--- config.mk ---
export PLATFORM = sky130hd
export DESIGN_NAME = lin_mode_control
export DESIGN_NICKNAME = d
export VERILOG_FILES = /design/src/include/lin_mode_pkg.sv /design/src/pin_sync.sv /design/src/wake_filter.sv /design/src/lin_mode_control.sv
export SDC_FILE = /design/constraint.sdc
export NUM_CORES = 1
export LEC_CHECK = 0
export ABC_AREA = 1
export BUFFER_PORTS_ARGS = -buffer_cell sky130_fd_sc_hd__buf_4
export CORE_ASPECT_RATIO = 1.4
export CORE_MARGIN = 3
export CORE_UTILIZATION = 55
export CTS_CLUSTER_SIZE = 14
export DETAILED_ROUTE_END_ITERATION = 8
export PLACE_DENSITY = 0.88
export SKIP_CTS_REPAIR_TIMING = 1
export SYNTH_ARGS = -nofsm -noshare
export SYNTH_HDL_FRONTEND = slang
export SYNTH_HIERARCHICAL = 1
export SYNTH_SLANG_ARGS = --single-unit
--- constraint.sdc ---
create_clock -name CLOCK -period 1.25 [get_ports CLOCK]
set_input_delay 0 -clock CLOCK [delete_from_list [all_inputs] [get_ports CLOCK]]
set_output_delay 0 -clock CLOCK [all_outputs]
set_load 0.01 [all_outputs]
--- src/include/lin_mode_pkg.sv ---
// Shared types and constants of the LIN transceiver mode control
package lin_mode_pkg;

  // Operating modes, Gray coded along standby, normal, sleep
  typedef enum logic [1:0] {
    MODE_STANDBY = 2'h0,
    MODE_NORMAL  = 2'h1,
    MODE_SLEEP   = 2'h3,
    MODE_SHORT   = 2'h2
  } mode_e;

  // Time base and wake filter time
  localparam int CLOCK_MHZ = 50;
  localparam int WAKE_FILTER_US = 40;
  localparam int WAKE_FILTER_CYC = WAKE_FILTER_US * CLOCK_MHZ;
  localparam int FILT_CNT_W = 12;

  // Synchronised pin group, lsb first: en, tx, bus, wake, floats, thermal
  typedef struct packed {
    logic cooled;
    logic hot;
    logic tx_float;
    logic en_float;
    logic wake;
    logic bus;
    logic tx;
    logic en;
  } pins_s;

  localparam int PINS_W = 8;
  // Reset image: enable low, transmit and bus recessive
  localparam logic [7:0] PINS_RESET = 8'h06;

  // Bus levels
  localparam logic BUS_DOMINANT = 1'b0;
  localparam logic BUS_RECESSIVE = 1'b1;

  // Output reset values
  localparam logic INH_RESET = 1'b1;
  localparam logic RX_RESET = 1'b1;
  localparam logic RX_OE_RESET = 1'b1;
  localparam logic BUS_OE_RESET = 1'b0;
  localparam logic HOT_RESET = 1'b0;

  // Whole control state of the top module
  typedef struct packed {
    mode_e mode;
    logic regulator_inhibit_out;
    logic rx;
    logic rx_oe;
    logic bus_oe;
    logic bus_o;
    logic hot;
  } ctrl_s;

endpackage

--- src/pin_sync.sv ---
// Three-stage synchroniser whose output moves when stages two and three agree
`timescale 1ns/10ps
`default_nettype none
module pin_sync #(
  parameter int W = 8,
  parameter logic [W-1:0] RST = '0
) (
  input wire logic clock,
  input wire logic reset_n,
  input wire logic ce,
  input wire logic [W-1:0] d,
  output logic [W-1:0] q
);
  typedef struct packed {
    logic [W-1:0] s1;
    logic [W-1:0] s2;
    logic [W-1:0] s3;
    logic [W-1:0] q;
  } sync_s;

  sync_s st_reg;
  sync_s st_next;

  // Stage one feeds stage two only; per-bit agreement gates the output
  always_comb begin
    st_next = st_reg;
    st_next.s1 = d;
    st_next.s2 = st_reg.s1;
    st_next.s3 = st_reg.s2;
    for (int i = 0; i < W; i++) begin
      if (st_reg.s2[i] == st_reg.s3[i]) begin
        st_next.q[i] = st_reg.s3[i];
      end
    end
  end

  always_ff @(posedge clock or negedge reset_n) begin
    if (!reset_n) begin
      st_reg <= {RST, RST, RST, RST};
    end else if (ce) begin
      st_reg <= st_next;
    end
  end

  assign q = st_reg.q;
endmodule
`default_nettype wire

--- src/wake_filter.sv ---
// Persistence filter: a new level counts only after it holds the filter time
`timescale 1ns/10ps
`default_nettype none
module wake_filter #(
  parameter logic RST = 1'b0
) (
  input wire logic clock,
  input wire logic reset_n,
  input wire logic ce,
  input wire logic d,
  output logic level,
  output logic edge_p
);
  localparam logic [lin_mode_pkg::FILT_CNT_W-1:0] LAST =
    lin_mode_pkg::FILT_CNT_W'(lin_mode_pkg::WAKE_FILTER_CYC - 1);

  typedef struct packed {
    logic [lin_mode_pkg::FILT_CNT_W-1:0] cnt;
    logic level;
    logic edge_p;
  } filt_s;

  filt_s st_reg;
  filt_s st_next;

  // Any return to the old level restarts the count, so glitches die here
  always_comb begin
    st_next = st_reg;
    st_next.edge_p = 1'b0;
    if (d == st_reg.level) begin
      st_next.cnt = '0;
    end else if (st_reg.cnt == LAST) begin
      st_next.cnt = '0;
      st_next.level = d;
      st_next.edge_p = 1'b1;
    end else begin
      st_next.cnt = st_reg.cnt + 1'b1;
    end
  end

  always_ff @(posedge clock or negedge reset_n) begin
    if (!reset_n) begin
      st_reg <= {{lin_mode_pkg::FILT_CNT_W{1'b0}}, RST, 1'b0};
    end else if (ce) begin
      st_reg <= st_next;
    end
  end

  assign level = st_reg.level;
  assign edge_p = st_reg.edge_p;
endmodule
`default_nettype wire

--- src/lin_mode_control.sv ---
// Mode control of a single-wire LIN transceiver: normal, standby, sleep, short
//
// What this block does
// - Enable falling while bus held dominant by a short enters short-circuit mode.
// - Entering short-circuit mode drops the regulator inhibit output low.
// - In short-circuit mode the receive output is released to high impedance.
// - In short-circuit mode transmit input is ignored and the bus is undriven.
// - Short-circuit mode lasts while bus dominant, then goes to sleep directly.
// - Enable low in normal mode enters sleep unless a local wake edge or a bus short is present.
// - Entering sleep drops the inhibit output and blocks transmission.
// - Sleep goes to standby on bus dominant or local wake edge.
// - Bus and local wake inputs are filtered against glitches.
// - Enable high in sleep moves directly to normal mode.
// - Every valid wake-up raises the inhibit output.
// - Remote wake-up drives the receive output active and dominant.
// - Undriven transmit and enable inputs default so the bus stays recessive.
// - Thermal shutdown turns bus driver off until cooled to switch-on level.
// - Reset or a bus or local wake from sleep gives standby: receive only, inhibit high.
// - Normal mode is entered only from standby or sleep with enable high.
// - Normal mode drives transmit onto bus and mirrors bus on receive.
`timescale 1ns/10ps
`default_nettype none
module lin_mode_control (
  input wire logic CLOCK,
  input wire logic RESET_N,
  input wire logic CLK_EN,
  input wire logic ENABLE_IN,
  input wire logic EN_FLOAT_IN,
  input wire logic TX_DATA_IN,
  input wire logic TX_FLOAT_IN,
  input wire logic BUS_IN,
  input wire logic LOCAL_WAKE_IN,
  input wire logic THERM_SHUTDOWN_IN,
  input wire logic THERM_COOLED_IN,
  output logic BUS_OUT,
  output logic BUS_OE,
  output logic RX_DATA_OUT,
  output logic RX_DATA_OE,
  output logic REGULATOR_INHIBIT_OUT,
  output logic [1:0] MODE_OUT
);

  lin_mode_pkg::pins_s pins_raw;
  lin_mode_pkg::pins_s pins;
  logic bus_level;
  logic bus_edge;
  logic wake_level;
  logic wake_edge;
  logic en_eff;
  logic tx_eff;
  logic bus_dom;
  logic bus_wake;
  lin_mode_pkg::ctrl_s st_reg;
  lin_mode_pkg::ctrl_s st_next;

  // Gather the pins so they cross into the clock domain together
  always_comb begin
    pins_raw.en = ENABLE_IN;
    pins_raw.tx = TX_DATA_IN;
    pins_raw.bus = BUS_IN;
    pins_raw.wake = LOCAL_WAKE_IN;
    pins_raw.en_float = EN_FLOAT_IN;
    pins_raw.tx_float = TX_FLOAT_IN;
    pins_raw.hot = THERM_SHUTDOWN_IN;
    pins_raw.cooled = THERM_COOLED_IN;
  end

  pin_sync #(
    .W(lin_mode_pkg::PINS_W),
    .RST(lin_mode_pkg::PINS_RESET)
  ) u_sync (
    .clock(CLOCK),
    .reset_n(RESET_N),
    .ce(CLK_EN),
    .d(pins_raw),
    .q(pins)
  );

  // Wake sources pass the persistence filter
  wake_filter #(
    .RST(lin_mode_pkg::BUS_RECESSIVE)
  ) u_bus_filter (
    .clock(CLOCK),
    .reset_n(RESET_N),
    .ce(CLK_EN),
    .d(pins.bus),
    .level(bus_level),
    .edge_p(bus_edge)
  );

  wake_filter #(
    .RST(1'b0)
  ) u_wake_filter (
    .clock(CLOCK),
    .reset_n(RESET_N),
    .ce(CLK_EN),
    .d(pins.wake),
    .level(wake_level),
    .edge_p(wake_edge)
  );

  // Floating pins fall back to enable low and transmit recessive
  assign en_eff = pins.en & ~pins.en_float;
  assign tx_eff = pins.tx | pins.tx_float;
  assign bus_dom = (pins.bus == lin_mode_pkg::BUS_DOMINANT);
  // Only a filtered fall to dominant counts as a remote wake
  assign bus_wake = bus_edge && (bus_level == lin_mode_pkg::BUS_DOMINANT);

  // Mode sequencing, thermal latch and registered pin values
  always_comb begin
    st_next = st_reg;
    // Shutdown has priority so a hot die never re-enables the driver
    if (pins.hot) begin
      st_next.hot = 1'b1;
    end else if (pins.cooled) begin
      st_next.hot = 1'b0;
    end
    case (st_reg.mode)
      lin_mode_pkg::MODE_STANDBY: begin
        if (en_eff) begin
          st_next.mode = lin_mode_pkg::MODE_NORMAL;
        end
      end
      lin_mode_pkg::MODE_NORMAL: begin
        if (!en_eff) begin
          // Dominant bus that we are not pulling means a short to ground
          if (bus_dom && !st_reg.bus_oe) begin
            st_next.mode = lin_mode_pkg::MODE_SHORT;
          end else if (wake_edge) begin
            st_next.mode = lin_mode_pkg::MODE_STANDBY;
          end else begin
            st_next.mode = lin_mode_pkg::MODE_SLEEP;
          end
        end
      end
      lin_mode_pkg::MODE_SLEEP: begin
        if (en_eff) begin
          st_next.mode = lin_mode_pkg::MODE_NORMAL;
        end else if (bus_wake || wake_edge) begin
          st_next.mode = lin_mode_pkg::MODE_STANDBY;
        end
      end
      lin_mode_pkg::MODE_SHORT: begin
        // No reset needed: a cleared short falls straight to sleep
        if (!bus_dom) begin
          st_next.mode = lin_mode_pkg::MODE_SLEEP;
        end
      end
      default: begin
        st_next.mode = lin_mode_pkg::MODE_STANDBY;
      end
    endcase

    // Inhibit high only while awake
    st_next.regulator_inhibit_out = (st_next.mode == lin_mode_pkg::MODE_STANDBY) ||
                  (st_next.mode == lin_mode_pkg::MODE_NORMAL);
    // Receive released in short mode, idle high in sleep, else mirrors bus
    st_next.rx_oe = (st_next.mode != lin_mode_pkg::MODE_SHORT);
    if (st_next.mode == lin_mode_pkg::MODE_SLEEP) begin
      st_next.rx = lin_mode_pkg::BUS_RECESSIVE;
    end else begin
      st_next.rx = pins.bus;
    end
    // Open-drain driver pulls low only in normal mode on dominant data
    st_next.bus_oe = (st_next.mode == lin_mode_pkg::MODE_NORMAL) &&
                     (tx_eff == lin_mode_pkg::BUS_DOMINANT) &&
                     !st_next.hot;
    st_next.bus_o = lin_mode_pkg::BUS_DOMINANT;
  end

  // One register for the whole control state; clock enable freezes it
  always_ff @(posedge CLOCK or negedge RESET_N) begin
    if (!RESET_N) begin
      st_reg.mode <= lin_mode_pkg::MODE_STANDBY;
      st_reg.regulator_inhibit_out <= lin_mode_pkg::INH_RESET;
      st_reg.rx <= lin_mode_pkg::RX_RESET;
      st_reg.rx_oe <= lin_mode_pkg::RX_OE_RESET;
      st_reg.bus_oe <= lin_mode_pkg::BUS_OE_RESET;
      st_reg.bus_o <= lin_mode_pkg::BUS_DOMINANT;
      st_reg.hot <= lin_mode_pkg::HOT_RESET;
    end else if (CLK_EN) begin
      st_reg <= st_next;
    end
  end

  // Ports straight from the state register
  assign BUS_OUT = st_reg.bus_o;
  assign BUS_OE = st_reg.bus_oe;
  assign RX_DATA_OUT = st_reg.rx;
  assign RX_DATA_OE = st_reg.rx_oe;
  assign REGULATOR_INHIBIT_OUT = st_reg.regulator_inhibit_out;
  assign MODE_OUT = st_reg.mode;
endmodule
`default_nettype wire

==> summary.txt <==
GRT
  – Vias in the first global route: ~2,700
  – Largest net degree at the start of global routing: 36
  – Total GRT Usage: 0.199
  – First-pass GRT wire length: about 12,000 um
  – Total grt overflow: 0
  – Initial antenna violation count: 0

Routing
  – DRC: 0
  – Detailed Route Iter0 Violations: 138
  – Met3 WL: approximately 280 um
  – Met2 Routed Length: ~4000 um
  – Metal-1 WL: 3030 um
  – Detailed-route wire length per cell: ~13 um
  – Vias per cell: 5.15
  – Antenna Nets Post-Route: 0
  – Top layer in use: met4
  – Vias: 2,961
  – WL final: ~7400 um
  – DR pass1 iterations: 5

Final layout
  – Multi-input gate area: 0.00158 mm^2
  – Filler cells: ~470
  – Most common cell after layout, fill and taps aside: nand2_1
  – # diodes: 0
  – Share of layout cells above drive strength 1: 0.268
  – Final instance area: roughly 0.0042 mm^2
  – Layout area overhead: 18.4%
  – Max reg flops: 16
  – Register area: 0.00170 mm^2
  – Nets: 511
  – Most frequent cells in the layout: nand2_1 (149), inv_1 (53), dfrtp_1 (52), buf_4 (37), nor2_1 (21)

Synthesis
  – Synthesis warning total: 6
  – Post-synth ARST share: 1.00
  – Seq/Total Area, Yosys: 0.472
  – Synth Net Count: about 470
  – EDFF count, synth: 0
  – Top FF cell, synth: dfrtp_1
  – Synth unique cells: 31
  – Mapped Cells: 459
  – Syn Area/Cell: 7.81 um^2
  – Synth Cell Area: 0.00358 mm^2
  – Yosys reg bits: 67

Pwr
  – Leak: 2.10 nW
  – Reg power frac: 0.456
  – Power, Total: 5.99 mW
  – PwrDens: ~1400 mW/mm^2
  – Sw frac: 0.318
  – NetSw: 1.90 mW
  – Clk network pwr share: 0.314
  – Combinational share of power: 0.230
  – Int Pwr: roughly 4.1 mW
  – Worst IR Drop VDD: 1150 uV

Setup path
  – Critical Path Sink Type: register
  – Critical Setup Path Class: register to register
  – CP most frequent cell: nand2_1
  – Worst setup SP type: register
  – Arrival @ worst endpoint: 1.63 ns
  – CP top delay family: simple AND/OR/NAND/NOR gates
  – Largest stage delay, worst path: between 0.4 and 0.5 ns
  – Crit-path cells: inv_1, nand2_1, nor2_1, nand3_2, nand2_4, inv_6, nand3_1, nand2_1
  – CP Max Fanout: 7
  – Slowest CP cell: dfrtp_1
  – Required time worst endpoint: 1.49 ns
  – CP Buf/Inv Count: 2

Place
  – Final HPWL DP: 4730 um
  – Routability cong.: 0.864
  – Placed Area: 0.00374 mm^2
  – Port Buffers: 16

Die
  – Die Span X: 74.2 um
  – I/O pins: 18
  – Row count: 34
  – Initial Utilization: 0.573
  – Core Region: 0.00625 mm^2
  – Die area: 0.00753 mm^2
  – Die Ht: 102 um

Run status
  – Failing checks: setup timing
  – Outcome: complete, but fails checks

CTS
  – Total clock sinks: 67
  – Clk_lat worst skew: 0.35 ns
  – Max Root-Sink Buffers: 2
  – Clock slew at reported path FFs: 0.08 ns
  – TritonCTS clock tree: done
  – Root Buffer: clkbuf_8
  – CTS H-tree lvls: 3
  – Cts bufs inserted: 9

Timing
  – Unrepaired setup endpoints after global routing: true
  – Setup WS post-layout: -0.142 ns
  – Hold Slack: 0.0121 ns
  – Period utilisation layout: 1.11
  – Slew Viols, Final: 0
  – Worst clock skew: between 0.007 and 0.008 ns
  – Final setup fails: 19
  – Final Hold Vio Count: 0
  – Highest Clock Rate: 719 MHz
  – Setup TNS: -1.35 ns
  – Crit path time final: 1.39 ns

Job
  – Max cap viols: 0

Hold path
  – Worst Hold Class: input pin to register
## cell usage after synthesis (2+ instances only)
master | n | area [um^2]
nand3_1 | 24 | 120
nor2_4 | 4 | 45.0
o21ai_0 | 22 | 110
nand2_1 | 154 | 578
nand2_4 | 2 | 22.5
nand3_2 | 7 | 70.1
nand2_2 | 12 | 75.1
o22ai_1 | 2 | 12.5
nor2_1 | 23 | 86.3
xor2_1 | 6 | 52.6
clkinv_1 | 2 | 7.51
a21oi_1 | 10 | 50.1
buf_4 | 14 | 105
xnor2_1 | 4 | 35.0
dfstp_2 | 12 | 315
buf_6 | 5 | 56.3
clkbuf_1 | 2 | 7.51
nand4_1 | 4 | 25.0
inv_1 | 55 | 206
o21ai_2 | 2 | 17.5
or2_2 | 2 | 12.5
ha_1 | 2 | 25.0
o21ai_1 | 11 | 55.1
nor2_2 | 3 | 18.8
dfrtp_1 | 55 | 1380
inv_2 | 9 | 33.8
inv_4 | 2 | 12.5
nor3_1 | 6 | 30.0
## worst reg2reg max path: stages (launching register included)
cell,delay [ns]
dfrtp_1,0.44
inv_1,0.11
nand2_1,0.07
nor2_1,0.19
nand3_2,0.14
nand2_4,0.15
inv_6,0.07
nand3_1,0.06
nand2_1,0.05
## path summary, 6_finish.rpt
path,slack [ns],startpoint,endpoint,cells after the start
setup / recovery,-0.14,u_bus_filter/st_reg[6],u_bus_filter/st_reg[13],8
hold / removal,0.01,CLK_EN,RX_DATA_OUT,3
setup reg to reg,-0.14,u_bus_filter/st_reg[6],u_bus_filter/st_reg[13],8
hold reg to reg,0.48,REGULATOR_INHIBIT_OUT,REGULATOR_INHIBIT_OUT,2
max in group asynchronous,0.58,RESET_N,u_sync/q[2],3
min in group asynchronous,0.08,RESET_N,u_bus_filter/st_reg[5],2
## layout make-up
class | count | share of cell area
Multi-Input combinational cell | 303 | 0.371
Clock inverter | 6 | 0.0168
Sequential cell | 67 | 0.400
Timing Repair Buffer | 49 | 0.0961
Inverter | 68 | 0.0625
Clock buffer | 10 | 0.0324
Tap cell | 72 | 0.0212
## kinds of logic after synthesis
logic type,count (synthesis),share of synthesized area
flops,67,0.472
buf+inv,89,0.120
other cells,1,0.00105
xor+xnor,10,0.0244
compound gates,48,0.0705
mux,1,0.00279
simple gates,241,0.302
fa+ha+maj,2,0.00698
## stage by stage
stage,util,setup WS (ns),std cells
5_1_grt,0.678,-0.173,575
4_1_cts,0.631,-0.0620,555
2_1_floorplan,-,0.0100,459
6_report,0.678,-0.142,575
3_3_place_gp,0.598,-0.00275,539
3_5_place_dp,0.598,-0.0385,539
## power by group through the flow
stage               Combinational [mW]  Clock, mW  Sequential, mW
floorplan                        0.902          0            2.71
global placement                  1.14          0            2.72
detailed placement                1.20          0            2.74
CTS                               1.21       1.91            2.70
global route                      1.55       2.02            2.77
finish                            1.38       1.88            2.73
## metal layers
layer / vias to the layer above / global-route usage
met5: - / 0
met3: 15 / 0.0467
met2: 71 / 0.335
li1: 1478 / -
met4: 0 / 0.100
met1: 1397 / 0.236
Power figures use the tool's default switching activity.
